## config.mk

```make
export PLATFORM = sky130hd
export DESIGN_NAME = ast_transceiver
export DESIGN_NICKNAME = d
export VERILOG_FILES = /design/src/ast_pkg.sv /design/src/ast_baud_gen.sv /design/src/ast_transceiver.sv
export SDC_FILE = /design/constraint.sdc
export NUM_CORES = 1
export LEC_CHECK = 0
export ABC_AREA = 1
export BUFFER_PORTS_ARGS = -buffer_cell sky130_fd_sc_hd__buf_2
export CAP_MARGIN = 10
export CORE_UTILIZATION = 30
export DETAILED_ROUTE_END_ITERATION = 12
export PLACE_DENSITY = 0.58
export REMOVE_ABC_BUFFERS = 1
export SYNTH_ARGS = -nofsm -noshare
export SYNTH_HDL_FRONTEND = slang
export SYNTH_SLANG_ARGS = --single-unit
```

## constraint.sdc

```tcl
create_clock -name aclk -period 1.7 [get_ports aclk]
set_clock_uncertainty 0.05 [all_clocks]
set_input_delay 0.17 -clock aclk [delete_from_list [all_inputs] [get_ports aclk]]
set_output_delay 0.17 -clock aclk [all_outputs]
set_load 0.05 [all_outputs]
```

## src/ast_pkg.sv

```systemverilog
// Shared constants and types for the asynchronous serial transceiver
package ast_pkg;

	// ==========================================================
	// Bus geometry and answers
	localparam int         ADDR_W      = 8;
	localparam int         DATA_W      = 32;
	localparam int         STRB_W      = 4;
	localparam logic [1:0] RESP_OKAY   = 2'h0;
	localparam logic [1:0] RESP_SLVERR = 2'h2;

	// ==========================================================
	// Register indices, byte address is four times the index
	localparam logic [5:0] IDX_BAUD   = 6'h09;
	localparam logic [5:0] IDX_CTRL   = 6'h0A;
	localparam logic [5:0] IDX_STATUS = 6'h0B;
	localparam logic [5:0] IDX_DATA   = 6'h0C;

	// ==========================================================
	// Control register fields
	localparam int CTL_RX_IRQ    = 7;
	localparam int CTL_TX_IRQ    = 6;
	localparam int CTL_EMPTY_IRQ = 5;
	localparam int CTL_RX_EN     = 4;
	localparam int CTL_TX_EN     = 3;
	localparam int CTL_NINE      = 2;
	localparam int CTL_TX_B8     = 0;

	// ==========================================================
	// Status register fields and reset values
	localparam int         ST_TX_DONE   = 6;
	localparam logic [7:0] STATUS_RESET = 8'h20;
	localparam logic [7:0] CTRL_RESET   = 8'h00;
	localparam logic [7:0] BAUD_RESET   = 8'h00;

	// ==========================================================
	// Oversampling points, counted from zero (sample n is n-1)
	localparam logic [3:0] SMP8     = 4'h7;
	localparam logic [3:0] SMP9     = 4'h8;
	localparam logic [3:0] SMP10    = 4'h9;
	localparam logic [3:0] SMP_LAST = 4'hF;

	// ==========================================================
	// Frame geometry
	localparam logic [3:0] TX_LEN8   = 4'hA;
	localparam logic [3:0] TX_LEN9   = 4'hB;
	localparam int         STOP_POS8 = 9;
	localparam int         STOP_POS9 = 10;
	localparam int         NINTH_POS = 9;
	localparam logic [3:0] RX_BITS8  = 4'h8;
	localparam logic [3:0] RX_BITS9  = 4'h9;

	typedef enum logic [1:0] {
		RX_IDLE  = 2'b00,
		RX_START = 2'b01,
		RX_DATA  = 2'b10,
		RX_STOP  = 2'b11
	} ast_rx_state_t;

endpackage

```

## src/ast_baud_gen.sv

```systemverilog
// Divider making the sixteen-times-baud sampling tick
`timescale 1ns/1ps
module ast_baud_gen (
	input  wire logic       aclk,
	input  wire logic       aresetn,
	input  wire logic [7:0] baud_divide_value,
	output logic            tick16
);
	import ast_pkg::*;

	logic [7:0] div_cnt;

	wire wrap = (div_cnt >= baud_divide_value);

	// One tick every divider+1 clocks, so baud is clock/(16*(divider+1))
	always_ff @(posedge aclk) begin
		if (!aresetn) begin
			div_cnt <= 8'h00;
			tick16  <= 1'b0;
		end else begin
			div_cnt <= wrap ? 8'h00 : div_cnt + 8'h01;
			tick16  <= wrap;
		end
	end

endmodule

```

## src/ast_transceiver.sv

```systemverilog
// Full-duplex asynchronous serial transceiver with AXI4-Lite registers
// ==========================================================
// How it works
// - Writing the data register queues a character in the transmit holding register.
// - Holding loads the shifter at once when idle and the transmitter is enabled, else after the stop bit.
// - An idle load puts a low start bit at 0 and stop at 9 or 10; a chained load drives the start bit at once.
// - In nine-bit mode an idle load puts the transmit ninth bit into shifter position 9.
// - On the baud clock after an idle load, start, data LSB first, then stop go out.
// - Holding-empty sets when the shifter loads and clears on a data write.
// - Transmit-done sets after a full stop bit with nothing waiting.
// - Transmit-done clears on its vector acknowledge or a written one.
// - Transmitter enabled or still shifting drives the transmit pin as output, else general I/O.
// - Receiver samples at sixteen times baud; a low sample in idle is sample 1.
// - Two or more high samples of 8, 9, 10 reject the start bit.
// - Each data bit takes the majority of samples 8, 9, 10.
// - Low stop majority sets framing fault; a high stop bit clears it.
// - A finished character moves to the receive register and sets receive-done if the last one was read.
// - Data address reads the receive register and writes the holding register.
// - In nine-bit mode the received ninth bit is stored with the character.
// - A character finishing while unread is lost; overrun shows after the read.
// - Reading received data clears receive-done; handlers must read it.
// - Receiver enabled forces the receive pin to input; pull-up stays software's.
// - Separate enables gate three requests; the empty request lasts while empty.
// - Reset leaves holding-empty set and all other status flags clear.
// - Baud is clock divided by sixteen times divider plus one.
// - Nine-bit mode gives nine data bits between start and stop.
`timescale 1ns/1ps
module ast_transceiver (
	input  wire logic                        aclk,
	input  wire logic                        aresetn,
	input  wire logic [ast_pkg::ADDR_W-1:0]  s_axi_awaddr,
	input  wire logic                        s_axi_awvalid,
	output logic                             s_axi_awready,
	input  wire logic [ast_pkg::DATA_W-1:0]  s_axi_wdata,
	input  wire logic [ast_pkg::STRB_W-1:0]  s_axi_wstrb,
	input  wire logic                        s_axi_wvalid,
	output logic                             s_axi_wready,
	output logic [1:0]                       s_axi_bresp,
	output logic                             s_axi_bvalid,
	input  wire logic                        s_axi_bready,
	input  wire logic [ast_pkg::ADDR_W-1:0]  s_axi_araddr,
	input  wire logic                        s_axi_arvalid,
	output logic                             s_axi_arready,
	output logic [ast_pkg::DATA_W-1:0]       s_axi_rdata,
	output logic [1:0]                       s_axi_rresp,
	output logic                             s_axi_rvalid,
	input  wire logic                        s_axi_rready,
	input  wire logic                        tx_done_vec_ack,
	output logic                             irq_rx_done,
	output logic                             irq_tx_done,
	output logic                             irq_tx_empty,
	input  wire logic                        rx_pin_i,
	input  wire logic                        gpio_rx_out,
	input  wire logic                        rx_pin_dir_bit,
	input  wire logic                        rx_pin_pullup_bit,
	output logic                             rx_pin_o,
	output logic                             rx_pin_oe,
	output logic                             rx_pullup_en,
	input  wire logic                        gpio_tx_out,
	input  wire logic                        tx_pin_dir_bit,
	output logic                             tx_pin_o,
	output logic                             tx_pin_oe
);
	import ast_pkg::*;

	// ==========================================================
	// State
	logic [ADDR_W-1:0] aw_addr;
	logic              aw_held;
	logic [7:0]        w_byte;
	logic              w_lane0;
	logic              w_held;
	logic [7:0]        uart_control_bits;
	logic [7:0]        baud_divide_value;
	logic [7:0]        tx_hold;
	logic              tx_holding_empty;
	logic              tx_done_flag;
	logic              tx_busy;
	logic              tx_line;
	logic [10:0]       tx_shift;
	logic [3:0]        tx_left;
	logic [3:0]        tx_phase;
	logic [7:0]        rx_data;
	logic              rx_ninth_bit;
	logic              rx_full;
	logic              rx_done_flag;
	logic              framing_fault;
	logic              ovr_pend;
	logic              ovr_flag;
	ast_rx_state_t     rx_state;
	logic [3:0]        rx_cnt;
	logic [3:0]        rx_bits;
	logic [1:0]        rx_votes;
	logic [8:0]        rx_shift;
	logic              tick16;

	ast_baud_gen u_baud (
		.aclk              (aclk),
		.aresetn           (aresetn),
		.baud_divide_value (baud_divide_value),
		.tick16            (tick16)
	);

	// ==========================================================
	// Bus decode
	wire       aw_hs   = s_axi_awvalid & s_axi_awready;
	wire       w_hs    = s_axi_wvalid & s_axi_wready;
	wire       ar_hs   = s_axi_arvalid & s_axi_arready;
	wire       wr_fire = aw_held & w_held & ~s_axi_bvalid;
	wire [5:0] wr_idx  = aw_addr[ADDR_W-1:2];
	wire [5:0] rd_idx  = s_axi_araddr[ADDR_W-1:2];
	wire       wr_en   = wr_fire & w_lane0;
	wire       wr_hit  = (wr_idx == IDX_BAUD) | (wr_idx == IDX_CTRL) |
	                     (wr_idx == IDX_STATUS) | (wr_idx == IDX_DATA);
	wire       rd_hit  = (rd_idx == IDX_BAUD) | (rd_idx == IDX_CTRL) |
	                     (rd_idx == IDX_STATUS) | (rd_idx == IDX_DATA);
	wire       data_wr = wr_en & (wr_idx == IDX_DATA);
	wire       data_rd = ar_hs & (rd_idx == IDX_DATA);
	wire       ctrl_wr = wr_en & (wr_idx == IDX_CTRL);
	wire       baud_wr = wr_en & (wr_idx == IDX_BAUD);
	wire       done_clr_wr = wr_en & (wr_idx == IDX_STATUS) & w_byte[ST_TX_DONE];

	wire [7:0] uart_status_flags = {rx_done_flag, tx_done_flag, tx_holding_empty,
	                                framing_fault, ovr_flag, 3'h0};
	wire [7:0] ctrl_view = {uart_control_bits[7:2], rx_ninth_bit, 1'b0};
	wire [7:0] rd_byte = (rd_idx == IDX_BAUD)   ? baud_divide_value :
	                     (rd_idx == IDX_CTRL)   ? ctrl_view :
	                     (rd_idx == IDX_STATUS) ? uart_status_flags :
	                     (rd_idx == IDX_DATA)   ? rx_data : 8'h00;
	wire       next_rvalid = ar_hs | (s_axi_rvalid & ~s_axi_rready);

	wire tx_enable    = uart_control_bits[CTL_TX_EN];
	wire rx_enable    = uart_control_bits[CTL_RX_EN];
	wire nine_bit_chars = uart_control_bits[CTL_NINE];
	wire tx_ninth_bit = uart_control_bits[CTL_TX_B8];

	// ==========================================================
	// Register bus slave
	always_ff @(posedge aclk) begin
		if (!aresetn) begin
			aw_held       <= 1'b0;
			aw_addr       <= '0;
			w_held        <= 1'b0;
			w_byte        <= 8'h00;
			w_lane0       <= 1'b0;
			s_axi_awready <= 1'b0;
			s_axi_wready  <= 1'b0;
			s_axi_bvalid  <= 1'b0;
			s_axi_bresp   <= RESP_OKAY;
		end else begin
			if (aw_hs) begin
				aw_held <= 1'b1;
				aw_addr <= s_axi_awaddr;
			end else if (wr_fire) begin
				aw_held <= 1'b0;
			end
			if (w_hs) begin
				w_held  <= 1'b1;
				w_byte  <= s_axi_wdata[7:0];
				w_lane0 <= s_axi_wstrb[0];
			end else if (wr_fire) begin
				w_held <= 1'b0;
			end
			s_axi_awready <= ~(aw_hs | (aw_held & ~wr_fire));
			s_axi_wready  <= ~(w_hs | (w_held & ~wr_fire));
			if (wr_fire) begin
				s_axi_bvalid <= 1'b1;
				s_axi_bresp  <= wr_hit ? RESP_OKAY : RESP_SLVERR;
			end else if (s_axi_bready) begin
				s_axi_bvalid <= 1'b0;
			end
		end
	end

	always_ff @(posedge aclk) begin
		if (!aresetn) begin
			s_axi_arready <= 1'b0;
			s_axi_rvalid  <= 1'b0;
			s_axi_rdata   <= '0;
			s_axi_rresp   <= RESP_OKAY;
		end else begin
			s_axi_arready <= ~next_rvalid;
			s_axi_rvalid  <= next_rvalid;
			if (ar_hs) begin
				s_axi_rdata <= {24'h000000, rd_byte};
				s_axi_rresp <= rd_hit ? RESP_OKAY : RESP_SLVERR;
			end
		end
	end

	always_ff @(posedge aclk) begin
		if (!aresetn) begin
			uart_control_bits <= CTRL_RESET;
			baud_divide_value <= BAUD_RESET;
		end else begin
			if (ctrl_wr)
				uart_control_bits <= w_byte;
			if (baud_wr)
				baud_divide_value <= w_byte;
		end
	end

	// ==========================================================
	// Transmitter
	wire [10:0] tx_frame = nine_bit_chars ? {1'b1, tx_ninth_bit, tx_hold, 1'b0}
	                                      : {2'b11, tx_hold, 1'b0};
	wire [3:0]  tx_len   = nine_bit_chars ? TX_LEN9 : TX_LEN8;
	wire        tx_baud  = tick16 & (tx_phase == SMP_LAST);
	wire        tx_stop_end   = tx_baud & tx_busy & (tx_left == 4'h0);
	// Disabling waits for the shifter and a queued character to finish
	wire        tx_load_idle  = ~tx_holding_empty & ~tx_busy & tx_enable;
	wire        tx_load_chain = tx_stop_end & ~tx_holding_empty;
	wire        tx_load       = tx_load_idle | tx_load_chain;
	wire        tx_active     = tx_enable | tx_busy;

	always_ff @(posedge aclk) begin
		if (!aresetn)
			tx_phase <= 4'h0;
		else if (tick16)
			tx_phase <= tx_phase + 4'h1;
	end

	always_ff @(posedge aclk) begin
		if (!aresetn) begin
			tx_busy  <= 1'b0;
			tx_line  <= 1'b1;
			tx_shift <= '1;
			tx_left  <= 4'h0;
		end else if (tx_load_idle) begin
			tx_busy  <= 1'b1;
			tx_shift <= tx_frame;
			tx_left  <= tx_len;
		end else if (tx_load_chain) begin
			tx_line  <= tx_frame[0];
			tx_shift <= {1'b1, tx_frame[10:1]};
			tx_left  <= tx_len - 4'h1;
		end else if (tx_stop_end) begin
			tx_busy <= 1'b0;
		end else if (tx_baud & tx_busy) begin
			tx_line  <= tx_shift[0];
			tx_shift <= {1'b1, tx_shift[10:1]};
			tx_left  <= tx_left - 4'h1;
		end
	end

	// A write in the load cycle keeps the new character, so empty stays clear
	always_ff @(posedge aclk) begin
		if (!aresetn) begin
			tx_hold          <= 8'h00;
			tx_holding_empty <= STATUS_RESET[5];
			tx_done_flag     <= 1'b0;
		end else begin
			if (data_wr) begin
				tx_hold          <= w_byte;
				tx_holding_empty <= 1'b0;
			end else if (tx_load) begin
				tx_holding_empty <= 1'b1;
			end
			if (tx_stop_end & tx_holding_empty)
				tx_done_flag <= 1'b1;
			else if (done_clr_wr | tx_done_vec_ack)
				tx_done_flag <= 1'b0;
		end
	end

	// ==========================================================
	// Receiver
	wire       rx_tick  = tick16 & rx_enable;
	wire       rx_maj   = (rx_votes[0] & rx_votes[1]) | (rx_votes[0] & rx_pin_i) |
	                      (rx_votes[1] & rx_pin_i);
	wire       rx_at10  = rx_tick & (rx_cnt == SMP10);
	wire       rx_finish = rx_at10 & (rx_state == RX_STOP);
	wire       rx_unread = rx_full & ~data_rd;
	wire       rx_deliver = rx_finish & ~rx_unread;
	wire       rx_lost  = rx_finish & rx_unread;
	wire [3:0] rx_need  = nine_bit_chars ? RX_BITS9 : RX_BITS8;
	wire [7:0] next_rx_data = nine_bit_chars ? rx_shift[7:0] : rx_shift[8:1];

	always_ff @(posedge aclk) begin
		if (!aresetn) begin
			rx_state <= RX_IDLE;
			rx_cnt   <= 4'h0;
			rx_bits  <= 4'h0;
			rx_votes <= 2'b00;
			rx_shift <= '0;
		end else if (!rx_enable) begin
			rx_state <= RX_IDLE;
		end else if (rx_tick) begin
			rx_cnt <= rx_cnt + 4'h1;
			if (rx_cnt == SMP8)
				rx_votes[0] <= rx_pin_i;
			if (rx_cnt == SMP9)
				rx_votes[1] <= rx_pin_i;
			case (rx_state)
				RX_IDLE: begin
					rx_cnt <= 4'h1;
					if (!rx_pin_i)
						rx_state <= RX_START;
				end
				RX_START: begin
					rx_bits <= 4'h0;
					if (rx_at10 & rx_maj)
						rx_state <= RX_IDLE;
					else if (rx_cnt == SMP_LAST)
						rx_state <= RX_DATA;
				end
				RX_DATA: begin
					if (rx_at10) begin
						rx_shift <= {rx_maj, rx_shift[8:1]};
						rx_bits  <= rx_bits + 4'h1;
					end
					if ((rx_cnt == SMP_LAST) & (rx_bits == rx_need))
						rx_state <= RX_STOP;
				end
				RX_STOP: begin
					if (rx_at10)
						rx_state <= RX_IDLE;
				end
				default: rx_state <= RX_IDLE;
			endcase
		end
	end

	// Set wins over the read that would clear it
	always_ff @(posedge aclk) begin
		if (!aresetn) begin
			rx_data       <= 8'h00;
			rx_ninth_bit  <= 1'b0;
			rx_full       <= 1'b0;
			rx_done_flag  <= 1'b0;
			framing_fault <= 1'b0;
			ovr_pend      <= 1'b0;
			ovr_flag      <= 1'b0;
		end else begin
			if (rx_deliver) begin
				rx_data <= next_rx_data;
				if (nine_bit_chars)
					rx_ninth_bit <= rx_shift[8];
			end
			if (rx_deliver)
				rx_full <= 1'b1;
			else if (data_rd)
				rx_full <= 1'b0;
			if (rx_deliver)
				rx_done_flag <= 1'b1;
			else if (data_rd)
				rx_done_flag <= 1'b0;
			if (rx_finish)
				framing_fault <= ~rx_maj;
			if (rx_lost)
				ovr_pend <= 1'b1;
			else if (data_rd)
				ovr_pend <= 1'b0;
			if (data_rd & ovr_pend)
				ovr_flag <= 1'b1;
			else if (rx_deliver)
				ovr_flag <= 1'b0;
		end
	end

	// ==========================================================
	// Requests and pins
	always_ff @(posedge aclk) begin
		if (!aresetn) begin
			irq_rx_done  <= 1'b0;
			irq_tx_done  <= 1'b0;
			irq_tx_empty <= 1'b0;
			tx_pin_o     <= 1'b1;
			tx_pin_oe    <= 1'b0;
			rx_pin_o     <= 1'b0;
			rx_pin_oe    <= 1'b0;
			rx_pullup_en <= 1'b0;
		end else begin
			irq_rx_done  <= rx_done_flag & uart_control_bits[CTL_RX_IRQ];
			irq_tx_done  <= tx_done_flag & uart_control_bits[CTL_TX_IRQ];
			irq_tx_empty <= tx_holding_empty & uart_control_bits[CTL_EMPTY_IRQ];
			tx_pin_o     <= tx_active ? tx_line : gpio_tx_out;
			tx_pin_oe    <= tx_active | tx_pin_dir_bit;
			rx_pin_o     <= gpio_rx_out;
			rx_pin_oe    <= ~rx_enable & rx_pin_dir_bit;
			rx_pullup_en <= rx_pin_pullup_bit;
		end
	end
endmodule

```

==> impl_metrics.env, run 1 <==
export IMPL_status="complete, no violations"
export IMPL_cp_max_fo=8
export IMPL_fmax_ghz=0.646
export IMPL_syn_cell_area_sq_um=6050
export IMPL_yosysWarningCount=0
export IMPL_final_cell_count_no_fill=1203
export IMPL_hold_viol=0
export IMPL_die_w_microns=144
export IMPL_num_antenna_cells=0
export IMPL_areaGrowthSynthToFinish_pct=25.0
export IMPL_overflow=0
export IMPL_cts_max_level=4
export IMPL_cts_root_buf="clkbuf_16"
export IMPL_worstPathRequired_ns=1.96
export IMPL_syn_instance_count=822
export IMPL_core_area_sq_um=19600
export IMPL_num_vias=5312
export IMPL_grt_first_pass_wirelength_microns=23000
export IMPL_routed_wl_microns=13500
export IMPL_period_share_pct=91.1
export IMPL_start_util_pct=30.9
export IMPL_crit_arrival_ns=1.81
export IMPL_leakage_nw=3.35
export IMPL_ys_seq_area_share_pct=42.4
export IMPL_setup_violations=0
export IMPL_criticalPathCategory="reg2reg"
export IMPL_sw_frac_of_total_pct=23.3
export IMPL_nets=1006
export IMPL_synth_top_area_cell="dfxtp_1"
export IMPL_antenna_found_initial=0
export IMPL_grt_start_max_net_pins=83
export IMPL_slowest_delay_ns=0.33
export IMPL_cp_end_kind="flop"
export IMPL_cp_start_kind="flop"
export IMPL_place_gp_congestion=0.777
export IMPL_drt_initial_drc_count=273
export IMPL_gr_usage_met2_pct=22.2
export IMPL_clkTransAtPathRegs_ns=0.06
export IMPL_drtPass1Iterations=4
export IMPL_drc=0
export IMPL_grt_met3_usage_pct=3.48
export IMPL_crit_slowest_cell="dfxtp_1"
export IMPL_cap_violations=0
export IMPL_dieArea_sq_um=20700
export IMPL_fin_tns_setup_ns=0
export IMPL_grt_busiest_layer="met2"
export IMPL_wl_per_cell_microns=11.3
export IMPL_fillCellCount=2067
export IMPL_use_met1_pct=19.1
export IMPL_ys_types=44
export IMPL_combPwrFrac_pct=7.2
export IMPL_synth_area_leaders="dfxtp_1, nand2_1, inv_1"
export IMPL_worstPathCellList="inv_1 -> ha_1 -> nand2_1 -> nor2_1 -> nand4_1 -> nand4_1 -> buf_4 -> nor2_1"
export IMPL_clockBufferDepth=2
export IMPL_p_seq_share_pct=41.4
export IMPL_multi_input_area_sq_um=2870
export IMPL_row_count=51
export IMPL_syn_area_per_cell_sq_um=7.36
export IMPL_p_switching_mw=1.75
export IMPL_layout_setup_ws_ns=0.152
export IMPL_grtUsageTotal_pct=14.2
export IMPL_yosysTopAreaCellShare_pct=42.4
export IMPL_ys_ff_latch=128
export IMPL_clk_latency_ns=0.42
export IMPL_finalCriticalPeriod_ns=1.55
export IMPL_internal_power_mw=5.73
export IMPL_cts_buffers=17
export IMPL_clkSinkCount=128
export IMPL_die_y_microns=144
export IMPL_vias_per_cell=4.42
export IMPL_dp_hpwl_microns=9830
export IMPL_place_port_buffers=57
export IMPL_antenna_left=0
export IMPL_io_pins=115
export IMPL_cts_tree="done"
export IMPL_seq_area_sq_um=2560
export IMPL_min_path_type="in2reg"
export IMPL_total_power_mw=7.48
export IMPL_p_per_area_nw_per_um2=989
export IMPL_finalMaxSlewViolations=0
export IMPL_drive_gt1_share_pct=16.2
export IMPL_ir_drop_mv=0.779
export IMPL_dpl_worst_slack_ns=0.0321
export IMPL_grt_pass1_vias=4817
export IMPL_hold_ws_ns=0.00872
export IMPL_p_clk_share_pct=51.4
export IMPL_place_inst=1151
-- critical path: cells and delay by family, from the launching register on --
family	cells	cell delay, ns
simple gates	5	0.53
buf+inv	2	0.24
flops	1	0.33
fa+ha+maj	1	0.30
-- area by class of cell --
class,instances,share of cell area [%]
well taps,265,4.39
multi-input cells,559,38.0
clock buffers,23,6.19
repair buffers,107,9.60
clock inverters,9,2.07
inverters,112,5.89
flip-flops and latches,128,33.9
-- synth_stat cells (all sizes together) --
library cell,instances
o22ai,2
xnor2,3
nand3b,3
inv,108
a21oi,77
o21a,1
nor3,5
buf,35
ha,15
nor3b,1
o211ai,15
conb,1
o21ai,70
nor2,103
mux2i,3
xor2,7
dfxtp,128
clkinv,4
nand4,12
o31ai,1
a211oi,1
clkbuf,13
a31oi,3
nand2,154
nand3,57
-- final timing paths --
path	end	depth (start not counted)	slack, ns	from
worst max register to register	u_baud.div_cnt[7]	8	0.15	baud_divide_value[7]
worst min-delay path	w_byte[0]	3	0.009	s_axi_wdata[0]
worst min register to register	rx_data[0]	2	0.40	rx_data[0]
worst max-delay path	u_baud.div_cnt[7]	8	0.15	baud_divide_value[7]
-- metrics by stage --
step                cell area (sq um)  util, %
floorplan                        5830        -
global placement                 6690     34.1
detailed placement               6690     34.1
CTS                              7470     38.1
global route                     7560     38.6
finish                           7560     38.6
-- state kept, by name, summed over array words and instances, names as in the netlist, 2 cells and up, named ones only --
| signal | count |
|---|---|
| aw_addr | 6 |
| baud_divide_value | 8 |
| rx_bits | 4 |
| rx_cnt | 4 |
| rx_data | 8 |
| rx_shift | 9 |
| rx_votes | 2 |
| s_axi_rdata | 8 |
| tx_hold | 8 |
| tx_left | 4 |
| tx_phase | 4 |
| tx_shift | 10 |
| u_baud.div_cnt | 8 |
| uart_control_bits | 7 |
| w_byte | 8 |
-- kinds of logic (layout without fill, tap and decap cells) --
kind of cell	after synthesis	after routing	synth area share, %
mux	3	3	0.497
simple gates	335	335	25.1
fa+ha+maj	15	15	3.10
xor+xnor	10	10	1.45
flops	128	128	42.4
other cells	1	26	0.0620
buf+inv	160	251	12.3
compound gates	170	170	15.1
-- cell usage in the layout (no fill, tap or decap), types with 4 or more instances in the layout --
master / instances
o21ai_0: 65
nand2_2: 4
nor2_1: 93
nand4_1: 12
ha_1: 15
clkbuf_16: 17
clkbuf_1: 4
buf_2: 57
a21oi_1: 76
dfxtp_1: 127
xor2_1: 7
inv_1: 103
nor3_1: 4
nand2_1: 147
dlygate4sd3_1: 16
buf_4: 32
nor2_4: 5
o21ai_1: 4
nand3_1: 52
conb_1: 26
o211ai_1: 14
bufinv_16: 4
-- routing by layer --
layer | routed length, microns | up-vias
li1 | - | 2823
met1 | 7050 | 2379
met2 | 5840 | 100
met3 | 512 | 10
met4 | 137 | 0
met5 | 0 | -
-- power by group through the flow --
stage / combinational (mW) / clock [mW] / sequential (mW)
2_1_floorplan: 0.277 / 0 / 3.23
3_3_place_gp: 0.510 / 0 / 3.16
3_5_place_dp: 0.510 / 0 / 3.16
4_1_cts: 0.540 / 3.93 / 3.10
5_1_grt: 0.594 / 4.06 / 3.10
6_report: 0.538 / 3.84 / 3.10
-- timing repair --
item | 4_1_cts | 5_1_grt
hold endpoints to repair | 16 | 0
resized for setup | 0 | 12
setup endpoints to repair | 0 | 29
setup buffers | 0 | 4
hold buffers | 16 | 0
Power figures use the tool's default switching activity.
==> run 2, diff against run 1 <==
==> constraint.sdc (replaced) <==
create_clock -name aclk -period 1.5 [get_ports aclk]
set_clock_uncertainty 0.05 [all_clocks]
set_input_delay 0.15 -clock aclk [delete_from_list [all_inputs] [get_ports aclk]]
set_output_delay 0.15 -clock aclk [all_outputs]
set_load 0.05 [all_outputs]
==> run 2 against run 1 <==
Register-to-register slack worse by 0.17 ns; worst hold slack better by 0.023 ns; maximum frequency increased by 2.1%; clock-buffer cell count down 2; largest cell class unchanged; combinational power increased by 25%; via count increased by 4.3%; core utilization is 3.0 points higher; global-route usage rose by 0.74 points; first-iteration DRC count increased by 22%; sequential power rose by 14%; sequential share of layout area decreased by 2.2 points; die area is the same; the run now ends with negative setup slack left.
==> impl_metrics.env, run 2 (same netlist as run 1, synthesis figures left out) <==
export IMPL_grtUsageTotal_pct=14.9
export IMPL_place_inst=1179
export IMPL_ir_drop_mv=0.725
export IMPL_sw_frac_of_total_pct=24.4
export IMPL_num_antenna_cells=0
export IMPL_leakage_nw=3.60
export IMPL_cp_start_kind="flop"
export IMPL_clk_latency_ns=0.43
export IMPL_setup_violations=6
export IMPL_drive_gt1_share_pct=25.1
export IMPL_place_gp_congestion=0.785
export IMPL_final_cell_count_no_fill=1246
export IMPL_place_port_buffers=57
export IMPL_largestRegisters="tx_shift x10, rx_shift x9"
export IMPL_wl_per_cell_microns=11.9
export IMPL_clkSinkCount=128
export IMPL_criticalPathCategory="reg2reg"
export IMPL_clockBufferDepth=2
export IMPL_internal_power_mw=6.31
export IMPL_drt_initial_drc_count=333
export IMPL_cp_end_kind="flop"
export IMPL_grt_first_pass_wirelength_microns=24000
export IMPL_layout_setup_ws_ns=-0.0160
export IMPL_fillCellCount=2024
export IMPL_min_path_type="in2reg"
export IMPL_regMostFlops="tx_shift"
export IMPL_status="finished, violations left"
export IMPL_p_seq_share_pct=42.2
export IMPL_areaGrowthSynthToFinish_pct=34.7
export IMPL_largest_register_ffs=10
export IMPL_die_w_microns=144
export IMPL_drtPass1Iterations=5
export IMPL_cts_buffers=17
export IMPL_crit_arrival_ns=1.79
export IMPL_grt_pass1_vias=4928
export IMPL_antenna_found_initial=0
export IMPL_p_clk_share_pct=49.8
export IMPL_dieArea_sq_um=20700
export IMPL_vias_per_cell=4.45
export IMPL_cts_root_buf="clkbuf_16"
export IMPL_cts_tree="done"
export IMPL_routed_wl_microns=14900
export IMPL_core_area_sq_um=19600
export IMPL_violations="negative setup slack"
export IMPL_clkTransAtPathRegs_ns=0.06
export IMPL_dp_hpwl_microns=10400
export IMPL_finalMaxSlewViolations=0
export IMPL_post_dp_cell_area_sq_um=6920
export IMPL_cap_violations=0
export IMPL_worstPathRequired_ns=1.77
export IMPL_antenna_left=0
export IMPL_p_switching_mw=2.03
export IMPL_mostFrequentLayoutCells="nand2_1, dfxtp_1, inv_1"
export IMPL_period_share_pct=101
export IMPL_stdcell_area_sq_um=8140
export IMPL_finalCriticalPeriod_ns=1.52
export IMPL_cts_max_level=4
export IMPL_p_per_area_nw_per_um2=1020
export IMPL_overflow=0
export IMPL_hold_viol=0
export IMPL_fmax_ghz=0.660
export IMPL_num_vias=5542
export IMPL_start_util_pct=30.9
export IMPL_rsz0062_at_grt="yes"
export IMPL_row_count=51
export IMPL_grt_start_max_net_pins=45
export IMPL_die_y_microns=144
export IMPL_cp_max_fo=6
export IMPL_final_util_pct=41.6
export IMPL_dpl_worst_slack_ns=-0.147
export IMPL_final_common_cell="nand2_1"
export IMPL_combPwrFrac_pct=8.1
export IMPL_drc=0
export IMPL_io_pins=115
export IMPL_nets=1049
==> run 2: critical path: stages (launching register included) <==
cell and delay, ns:
dfxtp_2 0.35, ha_4 0.15, nand3_4 0.09, nor2_4 0.20, nand3_4 0.21, inv_4 0.15, nand3_1 0.08, nand3_1 0.08
nand2_1 0.06
==> run 2: repair_timing <==
action / 4_1_cts / 5_1_grt
hold endpoints to repair: 24 / 0
pin swaps: 1 / 39
hold buffers: 23 / 0
setup endpoints to repair: 23 / 66
buffers inserted: 1 / 8
gates resized for setup: 12 / 77
cloned: 1 / 2
==> run 2: cell type report <==
| cell class | instances | area [sq um] | area share, % |
|---|---|---|---|
| clock buffer | 21 | 450 | 5.53 |
| clock inverter | 11 | 139 | 1.71 |
| timing repair inverter | 2 | 17.5 | 0.215 |
| inverter | 112 | 445 | 5.47 |
| sequential | 128 | 2580 | 31.7 |
| timing repair buffer | 147 | 1080 | 13.3 |
| tap | 265 | 332 | 4.07 |
| multi-input combinational | 560 | 3100 | 38.0 |
==> run 2: path summary, 6_finish.rpt <==
kind,slack [ns],end,start,cells after the start
max,-0.02,tx_shift[8],tx_phase[1],8
min,0.03,s_axi_rdata[2],s_axi_araddr[2],4
max reg2reg,-0.02,tx_shift[8],tx_phase[1],8
min reg2reg,0.40,rx_data[0],rx_data[0],2
==> run 2: layer usage <==
metal,vias up,GRT usage [%],share of wire [%]
met4,0,5.94,1.5
met3,13,3.58,3.7
li1,2911,-,-
met2,107,22.8,44
met1,2511,20.1,51
met5,-,0,0
==> run 2: per-stage QoR <==
| stage | setup TNS (ns) | power, mW | hold slack, ns |
|---|---|---|---|
| detailed placement | -0.725 | 4.19 | 0.292 |
| global route | -1.83 | 8.69 | 0.0498 |
| global placement | -0.707 | 4.19 | 0.280 |
| finish | -0.0595 | 8.34 | 0.0318 |
| floorplan | -7.03 | 3.97 | 0.169 |
| CTS | -0.0211 | 8.41 | 0.0176 |
==> run 2: power groups by stage <==
| stage | Clock (mW) | Combinational (mW) | Sequential, mW |
|---|---|---|---|
| floorplan | 0 | 0.314 | 3.66 |
| global placement | 0 | 0.608 | 3.58 |
| detailed placement | 0 | 0.611 | 3.58 |
| CTS | 4.24 | 0.661 | 3.51 |
| global route | 4.43 | 0.737 | 3.52 |
| finish | 4.15 | 0.673 | 3.52 |
